<file path="src/serial_port_consts.svh">
// Constants for the dual serial port: timing, rate codes, entry codes and reset values.
// Assumes a 100 MHz board clock; included by the package and the design modules.
//
// How it works
// - Two channels, each configured on its own.
// - Eight rates chosen by five-digit code.
// - Seven or eight data bits per character.
// - Parity none, even or odd, every character.
// - One or two stop bits per character.
// - Handshake paces sending by RTS and CTS.
// - Confirm checks entries, applies only if plausible.
// - Bad entry flags rejection, needs new entry.
// - String sync forces channel one settings.
`ifndef SERIAL_PORT_CONSTS_SVH
`define SERIAL_PORT_CONSTS_SVH

`define CLK_PERIOD_NS 10
`define BAUD_MAX 19200
`define DIV_W 20

`define RATE_CODE_19200 20'h19200
`define RATE_CODE_9600 20'h09600
`define RATE_CODE_4800 20'h04800
`define RATE_CODE_2400 20'h02400
`define RATE_CODE_1200 20'h01200
`define RATE_CODE_600 20'h00600
`define RATE_CODE_300 20'h00300
`define RATE_CODE_150 20'h00150

`define WIDTH_KEY_8 4'h8
`define WIDTH_KEY_7 4'h7
`define STOP_KEY_1 4'h1
`define STOP_KEY_2 4'h2

// Rate select is the power of two that divides the fastest rate.
`define RESET_RATE_SEL 3'h1
`define SYNC_RATE_SEL 3'h1

`endif

</file>
<file path="src/serial_port_pkg.sv">
// Types shared by the dual serial port modules.
// Assumes serial_port_consts.svh is on the include path.
package serial_port_pkg;
  `include "serial_port_consts.svh"

  typedef enum logic [1:0] {
    PAR_NONE = 2'b00,
    PAR_EVEN = 2'b01,
    PAR_ODD = 2'b10,
    PAR_BAD = 2'b11
  } parity_t;

  // Settings that steer one transmitter.
  typedef struct packed {
    logic [2:0] rateSel;
    logic sevenBit;
    parity_t parity;
    logic twoStop;
    logic flowCtl;
  } chan_cfg_t;

  // Raw keypad entry for one channel, before the plausibility check.
  typedef struct packed {
    logic [19:0] rateDigits;
    logic [3:0] widthDigit;
    parity_t parityKey;
    logic [3:0] stopDigit;
    logic flow_control_select;
  } entry_t;

  typedef struct packed {
    logic ok;
    chan_cfg_t cfg;
  } check_t;
endpackage

</file>
<file path="src/serial_tx_channel.sv">
// One asynchronous transmitter with optional RTS/CTS pacing.
// Assumes ctsOk is already synchronised and cfg is a same-clock register.
`include "serial_port_consts.svh"
module serial_tx_channel #(
  parameter logic [`DIV_W-1:0] BitBase = 20'd5208
) (
  // Clock and reset
  input wire logic clk,
  input wire logic rst_n,
  // Settings and pacing
  input serial_port_pkg::chan_cfg_t cfg,
  input wire logic ctsOk,
  // Character stream
  input wire logic [7:0] txData,
  input wire logic txValid,
  output logic txReady,
  // Line
  output logic txd,
  output logic rts
);
  import serial_port_pkg::*;

  typedef enum logic [2:0] {
    ST_IDLE = 3'b000,
    ST_START = 3'b001,
    ST_DATA = 3'b010,
    ST_PARITY = 3'b011,
    ST_STOP = 3'b100
  } tx_state_t;

  tx_state_t state, next_state;
  chan_cfg_t cfgLat, next_cfgLat;
  logic [7:0] shiftReg, next_shiftReg;
  logic [2:0] bitIdx, next_bitIdx;
  logic [`DIV_W-1:0] divCnt, next_divCnt;
  logic [3:0] bitCnt, next_bitCnt;
  logic parBit, next_parBit, stopLeft, next_stopLeft, next_txd, next_rts, clearToSend;

  function automatic logic [`DIV_W-1:0] bitPeriod(input logic [2:0] sel);
    bitPeriod = `DIV_W'(BitBase << sel) - `DIV_W'(1);
  endfunction

  assign clearToSend = !cfg.flowCtl || ctsOk;
  assign txReady = (state == ST_IDLE) && clearToSend;

  always_comb begin
    next_state = state;
    next_cfgLat = cfgLat;
    next_shiftReg = shiftReg;
    next_bitIdx = bitIdx;
    next_divCnt = divCnt;
    next_bitCnt = bitCnt;
    next_parBit = parBit;
    next_stopLeft = stopLeft;
    next_txd = txd;
    next_rts = cfg.flowCtl ? (txValid || state != ST_IDLE) : 1'b1;
    if (state == ST_IDLE) begin
      next_txd = 1'b1;
      if (txValid && clearToSend) begin
        next_cfgLat = cfg;
        next_shiftReg = txData;
        next_parBit = ^(cfg.sevenBit ? {1'b0, txData[6:0]} : txData) ^ (cfg.parity == PAR_ODD);
        next_divCnt = bitPeriod(cfg.rateSel);
        next_bitCnt = 4'h1;
        next_state = ST_START;
        next_txd = 1'b0;
      end
    end else if (divCnt != '0) begin
      next_divCnt = divCnt - `DIV_W'(1);
    end else begin
      next_divCnt = bitPeriod(cfgLat.rateSel);
      next_bitCnt = bitCnt + 4'h1;
      case (state)
        ST_START: begin
          next_state = ST_DATA;
          next_bitIdx = 3'h0;
          next_txd = shiftReg[0];
        end
        ST_DATA: begin
          if (bitIdx == (cfgLat.sevenBit ? 3'h6 : 3'h7)) begin
            if (cfgLat.parity != PAR_NONE) begin
              next_state = ST_PARITY;
              next_txd = parBit;
            end else begin
              next_state = ST_STOP;
              next_txd = 1'b1;
              next_stopLeft = cfgLat.twoStop;
            end
          end else begin
            next_bitIdx = bitIdx + 3'h1;
            next_shiftReg = {1'b0, shiftReg[7:1]};
            next_txd = shiftReg[1];
          end
        end
        ST_PARITY: begin
          next_state = ST_STOP;
          next_txd = 1'b1;
          next_stopLeft = cfgLat.twoStop;
        end
        ST_STOP: begin
          if (stopLeft) begin
            next_stopLeft = 1'b0;
          end else begin
            next_state = ST_IDLE;
          end
        end
        default: begin
          next_state = ST_IDLE;
          next_txd = 1'b1;
        end
      endcase
    end
  end

  always_ff @(posedge clk or negedge rst_n) begin
    if (!rst_n) begin
      state <= ST_IDLE;
      cfgLat <= '0;
      shiftReg <= 8'h00;
      bitIdx <= 3'h0;
      divCnt <= '0;
      bitCnt <= 4'h0;
      parBit <= 1'b0;
      stopLeft <= 1'b0;
      txd <= 1'b1;
      rts <= 1'b0;
    end else begin
      state <= next_state;
      cfgLat <= next_cfgLat;
      shiftReg <= next_shiftReg;
      bitIdx <= next_bitIdx;
      divCnt <= next_divCnt;
      bitCnt <= next_bitCnt;
      parBit <= next_parBit;
      stopLeft <= next_stopLeft;
      txd <= next_txd;
      rts <= next_rts;
    end
  end

  ////////////////////////////////////////////////////////////////////////////////
  // Checks on the framing and on CTS pacing.
  a_start_low: assert property (@(posedge clk) disable iff (!rst_n)
    state == ST_START |-> !txd) else $error("start bit not low");
  a_stop_high: assert property (@(posedge clk) disable iff (!rst_n)
    state == ST_STOP |-> txd) else $error("stop bit not high");
  a_frame_length: assert property (@(posedge clk) disable iff (!rst_n)
    (state == ST_STOP && divCnt == '0 && !stopLeft) |->
    bitCnt == 4'(4'h1 + (cfgLat.sevenBit ? 4'h7 : 4'h8) + (cfgLat.parity != PAR_NONE)
    + cfgLat.twoStop + 4'h1)) else $error("frame has wrong bit count");
  a_parity_value: assert property (@(posedge clk) disable iff (!rst_n)
    (state == ST_DATA && next_state == ST_PARITY) |=> txd == $past(parBit))
    else $error("parity bit wrong");
  a_cts_gate: assert property (@(posedge clk) disable iff (!rst_n)
    (state == ST_IDLE && next_state == ST_START && cfg.flowCtl) |-> ctsOk)
    else $error("start without clear to send");
  a_cfg_held: assert property (@(posedge clk) disable iff (!rst_n)
    (state != ST_IDLE && $past(state) != ST_IDLE) |-> $stable(cfgLat))
    else $error("settings changed mid character");
  c_parity_frame: cover property (@(posedge clk) disable iff (!rst_n)
    state == ST_PARITY);
  c_two_stop: cover property (@(posedge clk) disable iff (!rst_n)
    state == ST_STOP && stopLeft);
endmodule

</file>
<file path="src/configurable_dual_serial_port.sv">
// Two independent serial transmitters with keypad-entered settings.
// Assumes entry, confirm_key, syncFromString and the data streams are on ref_clk;
// cts arrives from pins and is synchronised here.
`include "serial_port_consts.svh"
module configurable_dual_serial_port #(
  parameter int unsigned BaseBitCycles = 1000000000 / (`CLK_PERIOD_NS * `BAUD_MAX)
) (
  // Clock and reset
  input wire logic ref_clk,
  input wire logic arst_n,
  // Keypad entries
  input serial_port_pkg::entry_t [1:0] entry,
  input wire logic confirm_key,
  input wire logic syncFromString,
  // Character streams
  input wire logic [1:0][7:0] txData,
  input wire logic [1:0] txValid,
  output logic [1:0] txReady,
  // Lines
  output logic [1:0] txd,
  output logic [1:0] rts,
  input wire logic [1:0] cts,
  // Status
  output logic inputRejected,
  output serial_port_pkg::chan_cfg_t [1:0] activeCfg
);
  import serial_port_pkg::*;

  localparam chan_cfg_t ResetCfg = '{rateSel: `RESET_RATE_SEL, sevenBit: 1'b0,
    parity: PAR_NONE, twoStop: 1'b0, flowCtl: 1'b0};
  localparam chan_cfg_t SyncCfg = '{rateSel: `SYNC_RATE_SEL, sevenBit: 1'b0,
    parity: PAR_NONE, twoStop: 1'b0, flowCtl: 1'b0};

  logic [1:0] rstPipe;
  logic rst_n;
  logic [1:0] ctsMeta, ctsOk;
  check_t [1:0] chk;
  chan_cfg_t [1:0] effCfg, next_activeCfg;
  logic next_inputRejected, allOk;

  ////////////////////////////////////////////////////////////////////////////////
  // Reset release.
  always_ff @(posedge ref_clk or negedge arst_n) begin
    if (!arst_n) begin
      rstPipe <= 2'b00;
    end else begin
      rstPipe <= {rstPipe[0], 1'b1};
    end
  end
  assign rst_n = rstPipe[1];

  ////////////////////////////////////////////////////////////////////////////////
  // Plausibility check of one entry.
  function automatic check_t checkEntry(input entry_t e);
    check_t r;
    r.ok = 1'b1;
    r.cfg = ResetCfg;
    case (e.rateDigits)
      `RATE_CODE_19200: r.cfg.rateSel = 3'h0;
      `RATE_CODE_9600: r.cfg.rateSel = 3'h1;
      `RATE_CODE_4800: r.cfg.rateSel = 3'h2;
      `RATE_CODE_2400: r.cfg.rateSel = 3'h3;
      `RATE_CODE_1200: r.cfg.rateSel = 3'h4;
      `RATE_CODE_600: r.cfg.rateSel = 3'h5;
      `RATE_CODE_300: r.cfg.rateSel = 3'h6;
      `RATE_CODE_150: r.cfg.rateSel = 3'h7;
      default: r.ok = 1'b0;
    endcase
    case (e.widthDigit)
      `WIDTH_KEY_8: r.cfg.sevenBit = 1'b0;
      `WIDTH_KEY_7: r.cfg.sevenBit = 1'b1;
      default: r.ok = 1'b0;
    endcase
    if (e.parityKey == PAR_BAD) begin
      r.ok = 1'b0;
    end
    r.cfg.parity = e.parityKey;
    case (e.stopDigit)
      `STOP_KEY_1: r.cfg.twoStop = 1'b0;
      `STOP_KEY_2: r.cfg.twoStop = 1'b1;
      default: r.ok = 1'b0;
    endcase
    r.cfg.flowCtl = e.flow_control_select;
    return r;
  endfunction

  ////////////////////////////////////////////////////////////////////////////////
  // Settings accepted on the confirm key.
  always_comb begin
    chk[0] = checkEntry(entry[0]);
    chk[1] = checkEntry(entry[1]);
    allOk = chk[0].ok && chk[1].ok;
    next_activeCfg = activeCfg;
    next_inputRejected = inputRejected;
    if (confirm_key) begin
      // apply only a fully plausible set
      if (allOk) begin
        next_activeCfg[0] = chk[0].cfg;
        next_activeCfg[1] = chk[1].cfg;
        next_inputRejected = 1'b0;
      end else begin
        next_inputRejected = 1'b1;
      end
    end
  end

  always_ff @(posedge ref_clk or negedge rst_n) begin
    if (!rst_n) begin
      activeCfg <= {ResetCfg, ResetCfg};
      inputRejected <= 1'b0;
    end else begin
      activeCfg <= next_activeCfg;
      inputRejected <= next_inputRejected;
    end
  end

  assign effCfg[0] = activeCfg[0];
  assign effCfg[1] = syncFromString ? SyncCfg : activeCfg[1];

  ////////////////////////////////////////////////////////////////////////////////
  // Channels.
  for (genvar ch = 0; ch < 2; ch++) begin : g_chan
    always_ff @(posedge ref_clk or negedge rst_n) begin
      if (!rst_n) begin
        ctsMeta[ch] <= 1'b0;
        ctsOk[ch] <= 1'b0;
      end else begin
        ctsMeta[ch] <= cts[ch];
        ctsOk[ch] <= ctsMeta[ch];
      end
    end

    serial_tx_channel #(
      .BitBase(`DIV_W'(BaseBitCycles))
    ) u_tx (
      .clk(ref_clk),
      .rst_n(rst_n),
      .cfg(effCfg[ch]),
      .ctsOk(ctsOk[ch]),
      .txData(txData[ch]),
      .txValid(txValid[ch]),
      .txReady(txReady[ch]),
      .txd(txd[ch]),
      .rts(rts[ch])
    );

    // Checks on the line and pacing of this channel.
    a_idle_high: assert property (@(posedge ref_clk) disable iff (!rst_n)
      txReady[ch] |-> txd[ch])
      else $error("idle line not high");
    a_start_bit: assert property (@(posedge ref_clk) disable iff (!rst_n)
      (txValid[ch] && txReady[ch]) |=> !txd[ch] && !txReady[ch])
      else $error("taken character has no start bit");
    a_cts_sync: assert property (@(posedge ref_clk) disable iff (!rst_n)
      ($past(rst_n) && $past(rst_n, 2)) |-> ctsOk[ch] == $past(cts[ch], 2))
      else $error("clear to send not synchronised");
    a_rts_free: assert property (@(posedge ref_clk) disable iff (!rst_n)
      ($past(rst_n) && !$past(effCfg[ch].flowCtl)) |-> rts[ch])
      else $error("request to send low without handshake");
  end

  ////////////////////////////////////////////////////////////////////////////////
  // Checks on configuration.
  a_reject_holds: assert property (@(posedge ref_clk) disable iff (!rst_n)
    (confirm_key && !allOk) |=> inputRejected && $stable(activeCfg))
    else $error("bad entry not rejected");
  a_accept_applies: assert property (@(posedge ref_clk) disable iff (!rst_n)
    (confirm_key && allOk) |=> !inputRejected && activeCfg[1] == $past(chk[1].cfg)
    && activeCfg[0] == $past(chk[0].cfg)) else $error("good entry not applied");
  a_no_key_stable: assert property (@(posedge ref_clk) disable iff (!rst_n)
    !confirm_key |=> $stable(activeCfg) && $stable(inputRejected))
    else $error("settings changed without confirm");
  a_sync_forced: assert property (@(posedge ref_clk) disable iff (!rst_n)
    syncFromString |-> effCfg[1] == SyncCfg && effCfg[0] == activeCfg[0])
    else $error("sync did not force channel one");
  c_rejected: cover property (@(posedge ref_clk) disable iff (!rst_n)
    confirm_key && !allOk);
  c_both_busy: cover property (@(posedge ref_clk) disable iff (!rst_n)
    !txReady[0] && !txReady[1]);
endmodule

</file>
<file path="config.mk">
export PLATFORM = sky130hd
export DESIGN_NAME = configurable_dual_serial_port
export DESIGN_NICKNAME = d
export VERILOG_FILES = /design/src/serial_port_pkg.sv /design/src/serial_tx_channel.sv /design/src/configurable_dual_serial_port.sv
export VERILOG_INCLUDE_DIRS = /design/src
export SDC_FILE = /design/constraint.sdc
export NUM_CORES = 1
export LEC_CHECK = 0
export BUFFER_PORTS_ARGS = -buffer_cell sky130_fd_sc_hd__buf_2
export CAP_MARGIN = 5
export CORE_MARGIN = 2
export CORE_UTILIZATION = 50
export CTS_CLUSTER_DIAMETER = 80
export CTS_CLUSTER_SIZE = 8
export DETAILED_ROUTE_END_ITERATION = 10
export PLACE_DENSITY = 0.84
export RECOVER_POWER = 100
export SYNTH_ARGS = -nofsm -noshare
export SYNTH_HDL_FRONTEND = slang
export SYNTH_SLANG_ARGS = --single-unit
</file>
<file path="constraint.sdc">
create_clock -name ref_clk -period 3.28 [get_ports ref_clk]
set_input_delay 0.164 -clock ref_clk [delete_from_list [all_inputs] [get_ports ref_clk]]
set_output_delay 0.164 -clock ref_clk [all_outputs]
set_load 0.05 [all_outputs]
</file>
==> impl_metrics.ini <==
[power_and_ir_drop]
static-leakage-power_nw = 3.74
power_density_nw_per_um2 = 590
vdd.ir_drop.worst_mv = 0.425

[setup_path]
start_kind = flop
cp_max_fo = 10
cpMaxStageDelayCell = dfstp_2
setup.worst_path.class = reg2reg
cp_data_required_time_ns = 3.56
critical_path.most_common_cell = nand2_1
timing.critical_path.slowest_cell_delay_ns = 0.64
path_cells = inv_1, ha_1, nand2b_1, a31oi_1, nand2_1, a211oi_1, nand2_1, nor4_1, xnor2_1, a21oi_1
critical_path_arrival_ns = 3.38
end_kind = flop

[sta]
final-max-slew-violation-count = 76
layout_setup_ws_ns = 0.186
fin_worst_hold_slack_ns = 0.0166
final-setup-viol-count = 0
finalClockSkew_ns = 0.0100
max_clock_freq_ghz = 0.323
timing.final.crit_share = 0.943
relSlewSlack = -0.613
tightestPinTransition_ns = 2.42
hold_viol_final = 0
fin_crit_ns = 3.09
fin_setup_tns_ns = 0
grt_setup_unrepaired = false

[clock_tree]
clock_tree.root_cell = clkbuf_16
clkSlewWorstSetupHoldPaths_ns = 0.06
cts-buffers-inserted = 17
clock_latency_ns = 0.42
buffer_depth_of_the_longest_clock_path = 2
tritoncts = built
post-cts-setup-buffers = 0
htree_levels = 4
cts.sink_count = 113

[final_layout]
area.growth.synth_to_final_pct = 16.6
antennaDiodeCount = 0
finalNetCount = 1180
utilization = 0.602
drive_above_1_share = 0.161
fin_area_um2 = 9220

[synthesis]
synth.area.top_cells = dfrtp_1, nand2_1, nor2_1, o21ai_0, a21oi_1
yosys-top-cells-count = nand2_1, nor2_1, dfrtp_1, o21ai_0, a21oi_1
postSynthRegisterBits = 113
mappedNetlistArea_um2 = 7910
synthesis.instances = 965
yosys_warnings = 0
synth_sequential_area_ratio = 0.358
netlist.area_leader.share = 0.345
total_nets_after_synthesis = 1072
yosys.area.top_type = dfrtp_1
post_synth.cell_area_avg_um2 = 8.19
synthArstFlopShare = 1.00
synth_flop_cell = dfrtp_1
synth.most_common_cell = nand2_1
number_of_flops_mapped_to_enable_cells_by_yosys = 0
synth_cell_type_count = 79

[outcome]
run_status = finished with violations
failed_checks = capacitance limit, slew limit

[die]
core-area_um2 = 15300
floorplan.io_pins = 109
core.rowCount = 45
fp.dieH_um = 130
start_util = 0.516
dieArea_um2 = 16800
floorplan.die.width_um = 130

[global_route]
grt_start_max_net_pins = 59
combined_global_route_utilization_of_all_metal_layers = 0.279
wire_length_of_the_first_global_routing_pass_mm = 37.1
grt_overflow_total = 0
grt_antenna_before_repair = 0
first_global_vias = 7386

[route]
postRouteAntennaNets = 0
avgRoutedWirePerCell_um = 17.4
drcViolationCount = 0
dr.pass1.iters = 6
vias = 7810
routed_wirelength_mm = 22.6
drtIter0Drc = 795
detail_route.vias_per_cell = 6.02

[placement]
placed_cell_area_um2 = 8660
place_worst_setup_slack_ns = 0.345
hpwlAfterDp_mm = 16.5
gpl.final_weighted_congestion = 1.01
placement.io_buffers = 108

[run]
maxCapViolations = 2

[hold_path]
timing.hold.worst.class = in2reg
kinds of logic (layout without fill, tap and decap cells):
kind of cell / Yosys count / in the layout / synth area share
and+or+nand+nor: 427 / 427 / 0.270
AOI/OAI and AO/OA: 241 / 241 / 0.190
DFF: 113 / 113 / 0.358
buffers and inverters: 77 / 198 / 0.0457
xor gates and xnor gates: 48 / 48 / 0.0532
muxes: 37 / 37 / 0.0495
adders and majority gates: 21 / 21 / 0.0332
other: 1 / 1 / 0.000474
flip-flops by register name, indices dropped and copies added (netlist names):
signal,flops
g_chan.u_tx.divCnt,40
activeCfg,16
g_chan.u_tx.shiftReg,16
g_chan.u_tx.cfgLat,14
g_chan.u_tx.bitIdx,6
g_chan.u_tx.state,6
ctsMeta,2
ctsOk,2
g_chan.u_tx.parBit,2
g_chan.u_tx.rts,2
g_chan.u_tx.stopLeft,2
g_chan.u_tx.txd,2
rstPipe,2
inputRejected,1
where the power goes:
group,internal [mW],leakage [nW],switching (mW)
clock network,1.06,0.268,0.652
logic,0.698,2.10,1.13
registers,1.62,1.38,0.272
total,3.38,3.74,2.06
cells in the final DEF (no fill, tap or decap), types with 11 or more instances in the layout:
master         netlist  final
nand2_1            139    139
nor2_1             111    112
dfrtp_1            109    109
buf_2               10     84
o21ai_0             81     82
a21oi_1             59     59
nor3_1              40     41
clkbuf_1            32     35
xnor2_1             32     32
nand3_1             21     21
ha_1                21     21
nand2b_1            20     20
mux2i_1             20     20
a31oi_1             19     19
buf_4               16     19
inv_1               18     18
clkbuf_16            0     17
mux2_2              17     16
xor2_1              16     16
o31ai_1             15     15
nor4_1              11     12
nand4_1             11     11
nor2b_1             11     11
dlygate4sd3_1        0     11
timing repair:
action,CTS,global route
resized for setup,0,0
hold buffers,11,0
hold endpoints to repair,12,0
critical path, delay by kind of cell (launching register included):
family	cells	cell delay, ns
xor+xnor	1	0.16
compound gates	3	0.68
buf+inv	1	0.13
fa+ha+maj	1	0.35
simple gates	4	0.97
flops	1	0.64
layout make-up:
cell class,count,area (µm²)
fill,1339,6090
timing repair buffer,148,817
tap,211,264
multi-input combinational,775,4680
clock inverter,8,55.1
clock buffer,24,502
sequential,113,2830
inverter,18,67.6
worst paths after layout:
check                        startpoint                         to  slack (ns)  cells past startpoint
setup / recovery           activeCfg[5]  g_chan[0].u_tx.divCnt[15]        0.19                     10
max in group asynchronous    rstPipe[1]  g_chan[0].u_tx.divCnt[10]        0.86                      0
hold reg to reg              ctsMeta[0]                   ctsOk[0]        0.35                      0
setup reg to reg           activeCfg[5]  g_chan[0].u_tx.divCnt[15]        0.19                     10
min in group asynchronous        arst_n                 rstPipe[1]        0.07                      2
hold / removal                entry[37]              activeCfg[11]        0.02                      2
routing by layer:
| metal | share of wire | global-route usage |
|---|---|---|
| met2 | 0.47 | 0.452 |
| met1 | 0.42 | 0.366 |
| met3 | 0.074 | 0.0574 |
| met5 | 0 | 0 |
| met4 | 0.038 | 0.120 |
metrics by stage:
step	total power, mW	cells
after global routing	5.78	1297
final	5.44	1297
after global placement	3.68	1254
after detailed placement	3.72	1254
after floorplan	3.21	965
after CTS	5.45	1297
No activity file was read; power rests on OpenSTA's default activity.
